## src/pkg/ssrl_pkg.sv

```systemverilog
/*
 status service request logic package: bit positions, masks, reset values,
 register select codes, carrier structs.
 assumes a command decoder on core_clk that issues one-cycle strobes.
*/
package ssrl_pkg;
   // status byte positions
   localparam int SB_MEAS = 0;
   localparam int SB_ERR = 2;
   localparam int SB_QUES = 3;
   localparam int SB_MSG = 4;
   localparam int SB_STD = 5;
   localparam int SB_RQS = 6;
   localparam int SB_OPER = 7;
   // standard event positions
   localparam int SE_OPC = 0;
   localparam int SE_QYE = 2;
   localparam int SE_DEV = 3;
   localparam int SE_EXE = 4;
   localparam int SE_CMD = 5;
   localparam int SE_LOCAL = 6;
   localparam int SE_PON = 7;
   // operation event positions
   localparam int OE_SELFADJ = 0;
   localparam int OE_AVOHM = 1;
   localparam int OE_SWEEP = 3;
   localparam int OE_TRIG = 5;
   localparam int OE_ARM = 6;
   localparam int OE_IDLE = 10;
   // measurement event positions
   localparam int ME_LL1 = 1;
   localparam int ME_HL1 = 2;
   localparam int ME_LL2 = 3;
   localparam int ME_HL2 = 4;
   localparam int ME_PASS = 5;
   localparam int ME_RDY = 6;
   localparam int ME_OVF = 7;
   localparam int ME_BAV = 8;
   localparam int ME_BFL = 9;
   localparam int ME_IOV = 10;
   localparam int ME_LOCK = 11;
   localparam int ME_VSC = 14;
   // questionable positions
   localparam int QE_CAL = 7;
   localparam int QE_WARN = 14;
   // used-bit masks
   localparam logic [7:0] SB_USED_MASK = 8'hBD;
   localparam logic [7:0] STD_USED_MASK = 8'hFD;
   localparam logic [15:0] OPER_USED_MASK = 16'h046B;
   localparam logic [15:0] MEAS_USED_MASK = 16'h4FFE;
   localparam logic [15:0] QUES_USED_MASK = 16'h4080;
   // reset values
   localparam logic [7:0] SRE_RESET = 8'h00;
   localparam logic [7:0] STD_RESET = 8'h80;
   localparam logic [15:0] EVT_RESET = 16'h0000;
   // register select codes
   typedef enum logic [2:0] {
      SSRL_SEL_STD = 3'h0,
      SSRL_SEL_OPER = 3'h1,
      SSRL_SEL_MEAS = 3'h2,
      SSRL_SEL_QUES = 3'h3,
      SSRL_SEL_SRE = 3'h4,
      SSRL_SEL_STB = 3'h5
   } ssrl_sel_t;

   typedef struct packed {
      logic [7:0] std;
      logic [15:0] oper;
      logic [15:0] meas;
      logic [15:0] ques;
   } ssrl_events_t;

   typedef struct packed {
      logic [7:0] std;
      logic [15:0] oper;
      logic [15:0] meas;
      logic [15:0] ques;
   } ssrl_enables_t;
endpackage

```

## src/ssrl_event_set.sv

```systemverilog
/*
 one latched event register set: sticky flags, read-to-clear, summary.
 assumes set and clear strobes are on core_clk.
*/
`timescale 1ns/1ns
module ssrl_event_set #(
   parameter int W = 16,
   parameter logic [W-1:0] USED = '1,
   parameter logic [W-1:0] RST = '0
) (
   input wire logic core_clk,
   input wire logic rst,
   input wire logic [W-1:0] set_bits,
   input wire logic clear,
   input wire logic [W-1:0] enable,
   output logic [W-1:0] flags,
   output logic summary
);
   typedef struct packed {
      logic [W-1:0] flags;
   } ssrl_set_state_t;
   ssrl_set_state_t st_reg;
   ssrl_set_state_t st_next;

   always_comb begin
      st_next = st_reg;
      // set wins over the clear so no event is lost
      if (clear) begin
         st_next.flags = '0;
      end
      st_next.flags = (st_next.flags | set_bits) & USED;
   end

   always_ff @(posedge core_clk) begin
      if (rst) begin
         st_reg <= '{flags: RST & USED};
      end else begin
         st_reg <= st_next;
      end
   end

   assign flags = st_reg.flags;
   assign summary = |(st_reg.flags & enable);

   a_sticky_flag: assert property (@(posedge core_clk) disable iff (rst)
      (!$past(clear) && !$past(rst)) |-> ((flags & $past(flags)) == $past(flags)))
      else $error("event flag dropped without clear");
endmodule // ssrl_event_set

```

## src/ssrl_status_core.sv

```systemverilog
/*
 status byte and service request logic: four event sets, enables, service
 request enable mask, request bit and service request line, serial poll.
 assumes a command decoder on core_clk giving one-cycle strobes; event
 inputs are same-domain pulses or levels from instrument logic.
*/
`timescale 1ns/1ns
module ssrl_status_core (
   input wire logic core_clk,
   input wire logic rst,
   // register access from the command decoder
   input wire logic reg_wr,
   input wire logic reg_rd,
   input wire ssrl_pkg::ssrl_sel_t reg_sel,
   input wire logic [15:0] reg_wdata,
   input wire logic en_sel,
   output logic [15:0] reg_rdata,
   input wire logic clear_status,
   input wire logic status_preset,
   // serial poll
   input wire logic poll_done,
   output logic [7:0] poll_byte,
   output logic service_request,
   // standard event causes
   input wire logic opc_query,
   input wire logic ops_pending,
   input wire logic empty_queue_read,
   input wire logic device_error,
   input wire logic exec_error,
   input wire logic syntax_error,
   input wire logic semantic_error,
   input wire logic trigger_in_message,
   input wire logic local_key,
   // operation causes
   input wire logic self_adjust,
   input wire logic av_ohms_running,
   input wire logic sweep_running,
   input wire logic awaiting_trigger_bus,
   input wire logic awaiting_arm,
   input wire logic idle,
   // measurement causes
   input wire logic low_limit1_fail,
   input wire logic high_limit1_fail,
   input wire logic low_limit2_fail,
   input wire logic high_limit2_fail,
   input wire logic limits_pass,
   input wire logic reading_ready,
   input wire logic reading_overflow,
   input wire logic buffer_has_two,
   input wire logic buffer_full,
   input wire logic sweep_done,
   input wire logic av_cycles_done,
   input wire logic input_overvoltage,
   input wire logic output_lockout,
   input wire logic source_in_compliance,
   // questionable causes
   input wire logic bad_trim_constant,
   input wire logic calibration_ok,
   input wire logic param_ignored,
   // queue summaries
   input wire logic error_pending,
   input wire logic message_pending
);
   typedef struct packed {
      logic [7:0] service_request_mask;
      ssrl_pkg::ssrl_enables_t en;
      logic poll_request_flag;
      logic [7:0] enabled_prev;
      logic [3:0] hit_prev;
      logic [3:0] hit_new;
      logic opc_wait;
      logic [15:0] rdata;
   } ssrl_core_state_t;
   ssrl_core_state_t st_reg;
   ssrl_core_state_t st_next;

   ssrl_pkg::ssrl_events_t ev_set;
   ssrl_pkg::ssrl_events_t flags;
   logic [3:0] rd_clear;
   logic std_sum;
   logic oper_sum;
   logic meas_sum;
   logic ques_sum;
   logic [7:0] status_summ;
   logic master_summary;
   logic [3:0] set_hit;
   logic [7:0] sb_enabled;
   logic [7:0] sb_fresh;
   logic request_rise;

   function automatic logic sel_hit(input ssrl_pkg::ssrl_sel_t s,
                                    input ssrl_pkg::ssrl_sel_t want);
      sel_hit = (s == want);
   endfunction

   // event sources into set vectors
   always_comb begin
      ev_set = '0;
      // opc waits for pending work; query arms it
      ev_set.std[ssrl_pkg::SE_OPC] = st_reg.opc_wait && !ops_pending;
      ev_set.std[ssrl_pkg::SE_QYE] = empty_queue_read;
      ev_set.std[ssrl_pkg::SE_DEV] = device_error;
      ev_set.std[ssrl_pkg::SE_EXE] = exec_error;
      ev_set.std[ssrl_pkg::SE_CMD] = syntax_error | semantic_error
                                     | trigger_in_message;
      ev_set.std[ssrl_pkg::SE_LOCAL] = local_key;
      ev_set.oper[ssrl_pkg::OE_SELFADJ] = self_adjust;
      ev_set.oper[ssrl_pkg::OE_AVOHM] = av_ohms_running;
      ev_set.oper[ssrl_pkg::OE_SWEEP] = sweep_running;
      ev_set.oper[ssrl_pkg::OE_TRIG] = awaiting_trigger_bus;
      ev_set.oper[ssrl_pkg::OE_ARM] = awaiting_arm;
      ev_set.oper[ssrl_pkg::OE_IDLE] = idle;
      ev_set.meas[ssrl_pkg::ME_LL1] = low_limit1_fail;
      ev_set.meas[ssrl_pkg::ME_HL1] = high_limit1_fail;
      ev_set.meas[ssrl_pkg::ME_LL2] = low_limit2_fail;
      ev_set.meas[ssrl_pkg::ME_HL2] = high_limit2_fail;
      ev_set.meas[ssrl_pkg::ME_PASS] = limits_pass;
      ev_set.meas[ssrl_pkg::ME_RDY] = reading_ready;
      ev_set.meas[ssrl_pkg::ME_OVF] = reading_overflow;
      ev_set.meas[ssrl_pkg::ME_BAV] = buffer_has_two;
      ev_set.meas[ssrl_pkg::ME_BFL] = buffer_full | sweep_done
                                      | av_cycles_done;
      ev_set.meas[ssrl_pkg::ME_IOV] = input_overvoltage;
      ev_set.meas[ssrl_pkg::ME_LOCK] = output_lockout;
      ev_set.meas[ssrl_pkg::ME_VSC] = source_in_compliance;
      // a level: held while the trim fault stands, until calibration passes
      ev_set.ques[ssrl_pkg::QE_CAL] = bad_trim_constant && !calibration_ok;
      ev_set.ques[ssrl_pkg::QE_WARN] = param_ignored;
   end

   // reads of event registers clear them; clear-status clears all four
   always_comb begin
      rd_clear = '0;
      if (reg_rd && !en_sel) begin
         rd_clear[0] = sel_hit(reg_sel, ssrl_pkg::SSRL_SEL_STD);
         rd_clear[1] = sel_hit(reg_sel, ssrl_pkg::SSRL_SEL_OPER);
         rd_clear[2] = sel_hit(reg_sel, ssrl_pkg::SSRL_SEL_MEAS);
         rd_clear[3] = sel_hit(reg_sel, ssrl_pkg::SSRL_SEL_QUES);
      end
   end

   ssrl_event_set #(.W(8), .USED(ssrl_pkg::STD_USED_MASK), .RST(ssrl_pkg::STD_RESET))
      u_std (.core_clk(core_clk), .rst(rst), .set_bits(ev_set.std),
             .clear(rd_clear[0] | clear_status), .enable(st_reg.en.std),
             .flags(flags.std), .summary(std_sum));
   ssrl_event_set #(.W(16), .USED(ssrl_pkg::OPER_USED_MASK), .RST(ssrl_pkg::EVT_RESET))
      u_oper (.core_clk(core_clk), .rst(rst), .set_bits(ev_set.oper),
              .clear(rd_clear[1] | clear_status), .enable(st_reg.en.oper),
              .flags(flags.oper), .summary(oper_sum));
   ssrl_event_set #(.W(16), .USED(ssrl_pkg::MEAS_USED_MASK), .RST(ssrl_pkg::EVT_RESET))
      u_meas (.core_clk(core_clk), .rst(rst), .set_bits(ev_set.meas),
              .clear(rd_clear[2] | clear_status), .enable(st_reg.en.meas),
              .flags(flags.meas), .summary(meas_sum));
   ssrl_event_set #(.W(16), .USED(ssrl_pkg::QUES_USED_MASK), .RST(ssrl_pkg::EVT_RESET))
      u_ques (.core_clk(core_clk), .rst(rst), .set_bits(ev_set.ques),
              .clear(rd_clear[3] | clear_status), .enable(st_reg.en.ques),
              .flags(flags.ques), .summary(ques_sum));

   // live summaries, no latching here
   always_comb begin
      status_summ = '0;
      status_summ[ssrl_pkg::SB_MEAS] = meas_sum;
      status_summ[ssrl_pkg::SB_ERR] = error_pending;
      status_summ[ssrl_pkg::SB_QUES] = ques_sum;
      status_summ[ssrl_pkg::SB_MSG] = message_pending;
      status_summ[ssrl_pkg::SB_STD] = std_sum;
      status_summ[ssrl_pkg::SB_OPER] = oper_sum;
   end

   // bit 6 of the mask is meaningless as a summary source, masked out
   assign master_summary = |(status_summ & st_reg.service_request_mask
                             & ssrl_pkg::SB_USED_MASK);

   // enabled events this cycle, one bit per set: std, oper, meas, ques
   assign set_hit = {|(ev_set.ques & st_reg.en.ques), |(ev_set.meas & st_reg.en.meas),
                     |(ev_set.oper & st_reg.en.oper), |(ev_set.std & st_reg.en.std)};
   assign sb_enabled = status_summ & st_reg.service_request_mask & ssrl_pkg::SB_USED_MASK;

   // a latched flag hides a repeat of its own event from the summary edge,
   // so repeats are caught at the input and applied a cycle later, with the flag
   always_comb begin
      sb_fresh = sb_enabled & ~st_reg.enabled_prev;
      sb_fresh[ssrl_pkg::SB_STD] |= sb_enabled[ssrl_pkg::SB_STD] & st_reg.hit_new[0];
      sb_fresh[ssrl_pkg::SB_OPER] |= sb_enabled[ssrl_pkg::SB_OPER] & st_reg.hit_new[1];
      sb_fresh[ssrl_pkg::SB_MEAS] |= sb_enabled[ssrl_pkg::SB_MEAS] & st_reg.hit_new[2];
      sb_fresh[ssrl_pkg::SB_QUES] |= sb_enabled[ssrl_pkg::SB_QUES] & st_reg.hit_new[3];
   end
   assign request_rise = |sb_fresh;

   always_comb begin
      st_next = st_reg;
      st_next.enabled_prev = sb_enabled;
      st_next.hit_prev = set_hit;
      st_next.hit_new = set_hit & ~st_reg.hit_prev;
      // any fresh enabled source requests; poll clears; set wins over poll
      if (request_rise) begin
         st_next.poll_request_flag = 1'b1;
      end else if (poll_done) begin
         st_next.poll_request_flag = 1'b0;
      end
      if (!master_summary) begin
         st_next.poll_request_flag = 1'b0;
      end
      if (opc_query) begin
         st_next.opc_wait = 1'b1;
      end else if (!ops_pending) begin
         st_next.opc_wait = 1'b0;
      end
      if (reg_wr) begin
         if (sel_hit(reg_sel, ssrl_pkg::SSRL_SEL_SRE)) begin
            // zero write clears; each bit taken as written
            st_next.service_request_mask = reg_wdata[7:0];
         end else if (sel_hit(reg_sel, ssrl_pkg::SSRL_SEL_STD)) begin
            st_next.en.std = reg_wdata[7:0] & ssrl_pkg::STD_USED_MASK;
         end else if (sel_hit(reg_sel, ssrl_pkg::SSRL_SEL_OPER)) begin
            st_next.en.oper = reg_wdata & ssrl_pkg::OPER_USED_MASK;
         end else if (sel_hit(reg_sel, ssrl_pkg::SSRL_SEL_MEAS)) begin
            st_next.en.meas = reg_wdata & ssrl_pkg::MEAS_USED_MASK;
         end else if (sel_hit(reg_sel, ssrl_pkg::SSRL_SEL_QUES)) begin
            st_next.en.ques = reg_wdata & ssrl_pkg::QUES_USED_MASK;
         end
      end
      // preset clears the four set enables only, never the request mask
      if (status_preset) begin
         st_next.en = '0;
      end
      if (reg_rd) begin
         case (reg_sel)
            ssrl_pkg::SSRL_SEL_STD: begin
               st_next.rdata = en_sel ? {8'h00, st_reg.en.std} : {8'h00, flags.std};
            end
            ssrl_pkg::SSRL_SEL_OPER: begin
               st_next.rdata = en_sel ? st_reg.en.oper : flags.oper;
            end
            ssrl_pkg::SSRL_SEL_MEAS: begin
               st_next.rdata = en_sel ? st_reg.en.meas : flags.meas;
            end
            ssrl_pkg::SSRL_SEL_QUES: begin
               st_next.rdata = en_sel ? st_reg.en.ques : flags.ques;
            end
            ssrl_pkg::SSRL_SEL_SRE: begin
               st_next.rdata = {8'h00, st_reg.service_request_mask};
            end
            ssrl_pkg::SSRL_SEL_STB: begin
               // query form shows master summary in bit 6
               st_next.rdata = {8'h00, status_summ | {1'b0, master_summary, 6'h00}};
            end
            default: begin
               st_next.rdata = 16'h0000;
            end
         endcase
      end
   end

   always_ff @(posedge core_clk) begin
      if (rst) begin
         st_reg <= '{service_request_mask: ssrl_pkg::SRE_RESET,
                     en: '0, poll_request_flag: 1'b0, enabled_prev: 8'h00,
                     hit_prev: 4'h0, hit_new: 4'h0, opc_wait: 1'b0,
                     rdata: 16'h0000};
      end else begin
         st_reg <= st_next;
      end
   end

   assign reg_rdata = st_reg.rdata;
   // poll form shows the request flag in bit 6
   assign poll_byte = status_summ | {1'b0, st_reg.poll_request_flag, 6'h00};
   assign service_request = st_reg.poll_request_flag;

   a_mask_write: assert property (@(posedge core_clk) disable iff (rst)
      (reg_wr && reg_sel == ssrl_pkg::SSRL_SEL_SRE)
      |=> st_reg.service_request_mask == $past(reg_wdata[7:0]))
      else $error("request mask not stored as written");
   a_mask_reset: assert property (@(posedge core_clk) disable iff (rst)
      $past(rst) |-> st_reg.service_request_mask == ssrl_pkg::SRE_RESET)
      else $error("request mask not cleared by reset");
   a_mask_keep: assert property (@(posedge core_clk) disable iff (rst)
      ((clear_status || status_preset) && !reg_wr) |=> $stable(st_reg.service_request_mask))
      else $error("request mask changed by clear or preset");
   a_rise_request: assert property (@(posedge core_clk) disable iff (rst)
      request_rise |=> service_request)
      else $error("no request after enabled summary rose");
   a_poll_clears: assert property (@(posedge core_clk) disable iff (rst)
      (poll_done && !request_rise) |=> !service_request)
      else $error("poll did not clear request flag");
   a_rerequest: assert property (@(posedge core_clk) disable iff (rst)
      (poll_done ##1 (!master_summary) ##1 master_summary) |=> service_request)
      else $error("fresh request lost after poll");
   a_fresh_repeat: assert property (@(posedge core_clk) disable iff (rst)
      (st_reg.hit_new[2] && sb_enabled[ssrl_pkg::SB_MEAS]) |=> service_request)
      else $error("repeat of a latched event did not request");
   a_master_live: assert property (@(posedge core_clk) disable iff (rst)
      reg_rd && reg_sel == ssrl_pkg::SSRL_SEL_STB
      |=> reg_rdata[ssrl_pkg::SB_RQS] == $past(master_summary))
      else $error("master summary wrong in status byte read");
   a_req_needs_master: assert property (@(posedge core_clk) disable iff (rst)
      service_request |-> $past(master_summary))
      else $error("request without master summary");
   a_flag_drops: assert property (@(posedge core_clk) disable iff (rst)
      !master_summary |=> !service_request)
      else $error("request stands without master summary");
   a_opc_only_query: assert property (@(posedge core_clk) disable iff (rst)
      (!st_reg.opc_wait) |=> !u_std.st_reg.flags[ssrl_pkg::SE_OPC]
      || $past(u_std.st_reg.flags[ssrl_pkg::SE_OPC]))
      else $error("operation complete set without query");
   a_query_error: assert property (@(posedge core_clk) disable iff (rst)
      empty_queue_read |=> flags.std[ssrl_pkg::SE_QYE])
      else $error("query error bit not set");
   a_cmd_error: assert property (@(posedge core_clk) disable iff (rst)
      (syntax_error || semantic_error || trigger_in_message)
      |=> flags.std[ssrl_pkg::SE_CMD])
      else $error("command error bit not set");
   a_buf_full: assert property (@(posedge core_clk) disable iff (rst)
      (buffer_full || sweep_done || av_cycles_done)
      |=> flags.meas[ssrl_pkg::ME_BFL])
      else $error("buffer full bit not set");
   a_unused_zero: assert property (@(posedge core_clk) disable iff (rst)
      (poll_byte & ~ssrl_pkg::SB_USED_MASK & 8'hBF) == 8'h00)
      else $error("unused status byte bit set");
endmodule // ssrl_status_core

```

## config.mk

```make
export PLATFORM = sky130hd
export DESIGN_NAME = ssrl_status_core
export DESIGN_NICKNAME = d
export VERILOG_FILES = /design/src/pkg/ssrl_pkg.sv /design/src/ssrl_event_set.sv /design/src/ssrl_status_core.sv
export SDC_FILE = /design/constraint.sdc
export NUM_CORES = 1
export LEC_CHECK = 0
export ABC_AREA = 1
export BUFFER_PORTS_ARGS = -buffer_cell sky130_fd_sc_hd__buf_4
export CAP_MARGIN = 20
export CORE_MARGIN = 8
export CORE_UTILIZATION = 30
export CTS_BUF_LIST = sky130_fd_sc_hd__clkbuf_8
export CTS_CLUSTER_DIAMETER = 200
export DETAILED_ROUTE_END_ITERATION = 10
export GPL_TIMING_DRIVEN = 0
export SYNTH_ARGS = -nofsm -noshare
export SYNTH_HDL_FRONTEND = slang
export SYNTH_SLANG_ARGS = --single-unit
```

## constraint.sdc

```tcl
create_clock -name core_clk -period 3.4 [get_ports core_clk]
set_input_delay 0.17 -clock core_clk [delete_from_list [all_inputs] [get_ports core_clk]]
set_output_delay 0.17 -clock core_clk [all_outputs]
set_load 0.05 [all_outputs]
```

==> impl_metrics.py, run 1 <==
metrics = {
    "outcome": {
        "status": "complete, no violations",
    },
    "sta": {
        "timing.hold.ws_ns": 0.0150,
        "finalCritPeriodShare": 0.522,
        "relSlewSlack": 0.506,
        "rsz0062_at_grt": "false",
        "fmax_mhz": 563,
        "drv_slew": 0,
        "min_period_ns": 1.78,
        "worstMarginPinSlew_ns": 0.735,
        "hold_viol": 0,
        "finClkSkew_ns": 0.0112,
        "timing.final.setup_violations": 0,
        "tns_ns": 0,
    },
    "yosys": {
        "synth_warnings": 0,
        "postSynthCellCount": 606,
        "ys_seq_area_frac": 0.431,
        "synth_top_area_frac": 0.431,
        "ys_async_sr_fraction": 0,
        "synth_area_leaders": "dfxtp_1 (43%), nand2_1 (14%), a21oi_1 (7.7%)",
        "synth_ff_type": "dfxtp_1",
        "yosysTopAreaCell": "dfxtp_1",
        "synth-edff-count": 0,
        "netlist-cell-type-count": 32,
        "yosysMostFrequentCell": "nand2_1",
        "synth-seq-cells": 91,
        "yosys-top-cells-count": "nand2_1 (162), dfxtp_1 (91), a21oi_1 (65)",
        "syn_area_per_cell_um2": 6.98,
        "syn_area_mm2": 0.00423,
    },
    "global_route": {
        "grt_use_met3": 0.0397,
        "antenna_found_initial": 0,
        "gr-total-overflow": 0,
        "grt-busiest-layer": "met2",
        "grt_util_met1": 0.205,
        "grt_pass1_vias": 4037,
        "grt_max_degree": 14,
        "grt_pass1_wl_mm": 21.9,
        "track_usage": 0.156,
        "use_met2": 0.243,
    },
    "routing": {
        "drtAntennaViolNets": 0,
        "drtIter0Drc": 397,
        "viasPerCell": 4.70,
        "avgRoutedWirePerCell_um": 15.8,
        "vias": 4122,
        "firstDrtPassIters": 4,
        "wirelength_mm": 13.8,
        "drc": 0,
    },
    "setup_path": {
        "required_ns": 3.23,
        "path_class": "register to primary output",
        "end_kind": "primary output",
        "start_kind": "register",
        "cp_max_fo": 4,
        "arrival_ns": 1.61,
    },
    "hold_path": {
        "min-delay-path-class": "input pin to register",
    },
    "floorplanning": {
        "die_width_um": 135,
        "die_area_mm2": 0.0182,
        "coreArea_mm2": 0.0138,
        "rows": 43,
        "io_pins": 86,
        "fp.dieH_um": 135,
        "start_util": 0.306,
    },
    "flow_run": {
        "maxCapViolations": 0,
    },
    "final_layout": {
        "layout-drive-gt1-share": 0.212,
        "final_nets": 756,
        "area_growth_syn_to_layout_pct": 23.4,
        "n_antenna_cell": 0,
        "largest_reg_flops": 50,
    },
    "place": {
        "port_buffers": 75,
        "hpwl_mm": 10.7,
        "gp_congestion": 0.908,
    },
    "power": {
        "max-vdd-ir-drop_mv": 0.140,
        "p_leak_nw": 2.36,
        "power_density_mw_per_mm2": 417,
    },
    "clock_network": {
        "clockBufferDepth": 2,
        "cts_sinks": 91,
        "cts_tree": "done",
        "path_clk_slew_ns": 0.09,
        "cts_setup_buffers": 0,
        "worst_skew_pair.late_latency_ns": 0.37,
        "htreeDepth": 3,
        "hold_buffers": 0,
        "cts_buffers": 9,
        "cts-root-buf": "clkbuf_8",
        "cts-resized-gates": 0,
    },
}
cells in the final DEF (no fill, tap or decap):
master | netlist | layout
nand2_1 | 162 | 162
buf_4 | 29 | 104
dfxtp_1 | 91 | 91
a21oi_1 | 65 | 65
nor2_1 | 59 | 59
inv_1 | 58 | 58
o21ai_0 | 49 | 49
nand3_1 | 12 | 12
clkbuf_8 | 0 | 11
clkbuf_1 | 9 | 9
inv_2 | 9 | 9
nor3_1 | 8 | 8
buf_2 | 6 | 6
a31oi_1 | 5 | 5
a221oi_1 | 4 | 4
o221ai_1 | 4 | 4
nand2_2 | 4 | 4
nor2_2 | 4 | 4
conb_1 | 1 | 4
nor2_4 | 3 | 3
a21oi_2 | 3 | 3
o22ai_1 | 3 | 3
a211oi_1 | 3 | 3
o21a_1 | 2 | 2
nand4_1 | 2 | 2
mux2i_1 | 2 | 2
o211ai_1 | 2 | 2
a22o_1 | 2 | 2
buf_6 | 1 | 1
o21ai_1 | 1 | 1
nor4_1 | 1 | 1
or2_2 | 1 | 1
a311oi_1 | 1 | 1
clkinvlp_4 | 0 | 1
bufinv_16 | 0 | 1
power breakdown:
part | leakage (nW) | switching (mW) | internal (mW)
combinational | 1.52 | 0.189 | 0.113
clock | 0.0934 | 0.376 | 0.368
sequential | 0.744 | 0.0256 | 1.10
total | 2.36 | 0.591 | 1.58
layer usage:
layer | part of all wire | wire (µm)
met5 | 0 | 0
met4 | 0.017 | 237
met3 | 0.086 | 1190
met2 | 0.44 | 6130
met1 | 0.45 | 6260
final timing paths:
kind / from / endpoint / slack, ns / depth (start not counted)
min: opc_query / st_reg[16] / 0.02 / 3
min reg2reg: st_reg[21] / st_reg[17] / 0.39 / 1
max reg2reg: st_reg[61] / reg_rdata[6] / 1.86 / 10
max: st_reg[61] / poll_byte[0] / 1.62 / 6
cell type report:
cell class / instances / area, µm²
fill: 1520 / 8610
multi-input combinational: 406 / 1870
sequential: 91 / 1820
timing repair buffer: 75 / 563
buffer: 45 / 293
inverter: 67 / 251
tap: 180 / 225
clock buffer: 11 / 151
clock inverter: 2 / 37.5
logic make-up after synthesis:
group / count (synthesis) / synth area share
mux: 2 / 0.00473
buf+inv: 112 / 0.129
flops: 91 / 0.431
compound gates: 144 / 0.189
other cells: 1 / 0.000887
simple gates: 256 / 0.246
critical path: stages, from the launching register on:
cell and delay (ns):
dfxtp_1 0.36, nand2_1 0.07, nand2_1 0.04, nor2_1 0.14, nand3_1 0.23, buf_4 0.21
buf_4 0.18
through the flow:
step	total power, mW	setup WS (ns)	util	instances	area, µm²
after CTS	2.19	1.63	0.377	877	5220
after detailed placement	1.45	1.82	0.364	864	5030
after floorplan	1.32	2.25	-	609	4240
after global placement	1.45	1.82	0.364	864	5030
after global routing	2.27	1.55	0.377	877	5220
final	2.17	1.62	0.377	877	5220
Note: power is estimated with default switching activity, not from simulation.
==> run 2: changes to the inputs <==
ABC_AREA = 0   (was 1)
clock period = 1.7 ns   (was 3.4 ns; I/O delays follow)
==> run 2 against run 1 <==
  * First-iteration DRC count is 16% lower
  * Synthesized cell count is 21% lower
  * Clock power is 110% higher
  * Count of clock-buffer cells in the layout is 2 lower
  * Cell count is 9.0% lower
  * Utilization is 3.5 points higher
  * Via count is 3.6% lower
  * Synthesized area is 2.6% lower
  * Largest power group unchanged
  * Non-clock buffer count is 55 higher
  * Worst setup slack worse by 1.6 ns
  * Critical path type is now register to register
==> impl_metrics.py, run 2 <==
metrics = {
    "setup_path": {
        "reg2regPathDepth": 6,
        "crit_slowest_cell": "a222oi_1",
        "r2r-end": "reg_rdata[6]",
        "path_depth": 6,
        "endpoint": "reg_rdata[6]",
        "required_ns": 1.95,
        "path_cells": "a222oi_1 > buf_4 > a31o_4 > nand4b_1 > a211oi_2 > o32ai_1",
        "end_kind": "register",
        "cp_max_fo": 3,
        "arrival_ns": 1.94,
        "path_class": "register to register",
        "cpLargestDelayFamily": "compound AO/OA/AOI/OAI gates",
        "crit_start": "u_std.flags[5]",
        "start_kind": "register",
        "crit_buf_inv": 1,
        "reg2reg_from": "u_std.flags[5]",
        "r2r_slack_ns": 0.005,
        "max_stage_delay_ns": 0.39,
    },
    "yosys": {
        "synth_top_area_frac": 0.442,
        "synthMuxAreaShare": 0.0556,
        "ys_seq_area_frac": 0.442,
        "synth_area_leaders": "dfxtp_1 (44%), a21oi_1 (8.1%), nand2_1 (6.9%)",
        "synth-edff-count": 0,
        "synth-seq-cells": 91,
        "synth_warnings": 0,
        "syn_area_mm2": 0.00412,
        "syn_area_per_cell_um2": 8.62,
        "synth_simple_gate_area_frac": 0.182,
        "postSynthCellCount": 478,
        "synth_ff_type": "dfxtp_1",
        "yosysMostFrequentCell": "dfxtp_1",
        "netlist-cell-type-count": 46,
        "synth-xor-area-share": 0,
        "yosys.area_share.adder": 0,
        "ys_async_sr_fraction": 0,
        "synth_compound_area_frac": 0.229,
        "yosysTopAreaCell": "dfxtp_1",
        "yosys-top-cells-count": "dfxtp_1 (91), nand2_1 (76), a21oi_1 (67)",
        "synth_top_family_by_area": "compound AO/OA/AOI/OAI gates",
    },
    "hold_path": {
        "min-delay-path-class": "input pin to register",
        "hold_start": "error_pending",
    },
    "clock_network": {
        "path_clk_slew_ns": 0.10,
        "cts_tree": "done",
        "cts_sinks": 91,
        "cts_buffers": 9,
        "worst_skew_pair.late_latency_ns": 0.39,
        "clockBufferDepth": 2,
        "htreeDepth": 3,
        "cts-root-buf": "clkbuf_8",
    },
    "global_route": {
        "grt_max_degree": 17,
        "antenna_found_initial": 0,
        "grt_use_met3": 0.0505,
        "use_met2": 0.253,
        "grt_pass1_vias": 3961,
        "grt_pass1_wl_mm": 21.7,
        "track_usage": 0.158,
        "grt-busiest-layer": "met2",
        "gr-total-overflow": 0,
        "grt_util_met1": 0.195,
    },
    "place": {
        "gp_congestion": 0.858,
        "hpwl_mm": 10.4,
        "placed_area_mm2": 0.00490,
        "post-place-ws_ns": -0.00851,
        "port_buffers": 72,
    },
    "routing": {
        "vias": 3973,
        "avgRoutedWirePerCell_um": 17.6,
        "drtIter0Drc": 334,
        "viasPerCell": 4.98,
        "drtAntennaViolNets": 0,
        "wirelength_mm": 14.1,
        "drc": 0,
        "firstDrtPassIters": 5,
    },
    "floorplanning": {
        "die_area_mm2": 0.0177,
        "io_pins": 86,
        "die_width_um": 133,
        "rows": 43,
        "start_util": 0.302,
        "coreArea_mm2": 0.0137,
        "fp.dieH_um": 133,
    },
    "final_layout": {
        "layout_commonest_cell": "buf_4",
        "layout-drive-gt1-share": 0.286,
        "final_nets": 674,
        "layout.cells.most_common_list": "buf_4 (107), dfxtp_1 (81), nand2_1 (76)",
        "area_growth_syn_to_layout_pct": 36.8,
        "postLayoutCellArea_mm2": 0.00564,
        "largest_reg_flops": 50,
        "utilization": 0.412,
        "n_antenna_cell": 0,
    },
    "sta": {
        "min_period_ns": 1.70,
        "timing.final.setup_violations": 0,
        "drv_slew": 0,
        "hold_viol": 0,
        "finClkSkew_ns": 0.0171,
        "rsz0062_at_grt": "true",
        "final.setup.worst_slack_ns": 0.00471,
        "tns_ns": 0,
        "worstMarginPinSlew_ns": 0.702,
        "relSlewSlack": 0.532,
        "finalCritPeriodShare": 0.997,
        "fmax_mhz": 590,
    },
    "outcome": {
        "status": "complete, no violations",
    },
    "flow_run": {
        "maxCapViolations": 0,
    },
    "power": {
        "fin_total_pwr_mw": 4.49,
        "p_leak_nw": 2.22,
        "power_density_mw_per_mm2": 796,
        "max-vdd-ir-drop_mv": 0.530,
    },
}
[run 2: cell count changes in the layout (fill, tap and decap cells not counted), sizes merged, moves of 9 or more]
| cell | change |
|---|---|
| a221oi | +9 |
| a22oi | +20 |
| dlygate4sd3 | +42 |
| inv | -59 |
| mux2 | +15 |
| nand2 | -90 |
| nor2 | -14 |
| o21ai | -47 |
[run 2: timing repair]
action | 4_1_cts | 5_1_grt
pin swaps | 5 | 7
gates resized for setup | 15 | 8
hold buffers | 42 | 0
endpoints found under the hold margin | 59 | 0
setup endpoints to repair | 3 | 7
setup buffers | 7 | 3
[run 2: metal layers]
metal | vias up | share of wire
met5 | - | 0
met4 | 0 | 0.026
met3 | 26 | 0.080
met2 | 166 | 0.46
met1 | 1839 | 0.43
li1 | 1942 | -
[run 2: worst min-delay path by stage]
stage	to	slack, ns	cells after the start
global route	st_reg[27]	0.01	3
global placement	st_reg[16]	0.30	3
CTS	u_std.flags[0]	0.007	4
detailed placement	st_reg[16]	0.30	3
finish	st_reg[27]	0.02	3
floorplan	st_reg[16]	0.20	2
[run 2: kinds of logic after synthesis]
| group | Yosys count |
|---|---|
| DFF | 91 |
| AOI/OAI and AO/OA | 141 |
| and+or+nand+nor | 164 |
| muxes | 21 |
| buffers and inverters | 60 |
| other | 1 |
[run 2: power by group]
part           switching (mW)  total (mW)  leakage [nW]  internal, mW
Clock                   0.838        1.53         0.104         0.690
Combinational           0.382       0.705          1.36         0.323
Sequential             0.0574        2.25         0.749          2.20
[run 2: through the flow]
stage / hold slack [ns] / instances
3_3_place_gp: 0.296 / 733
5_1_grt: 0.0112 / 798
3_5_place_dp: 0.305 / 733
4_1_cts: 0.00748 / 795
2_1_floorplan: 0.202 / 481
6_report: 0.0230 / 798
[run 2: worst register-to-register path: stages, from the launching register on]
cell and delay (ns):
dfxtp_2 0.34, a222oi_1 0.39, buf_4 0.18, a31o_4 0.15
nand4b_1 0.13, a211oi_2 0.23, o32ai_1 0.12
[run 2: area by class of cell]
class	count	area, µm²
inverters	6	22.5
plain buffers	51	330
clock buffers	9	124
flip-flops and latches	91	1840
repair buffers	124	1050
clock inverters	7	75.1
well taps	180	225
fillers	1437	8030
multi-input cells	330	1970
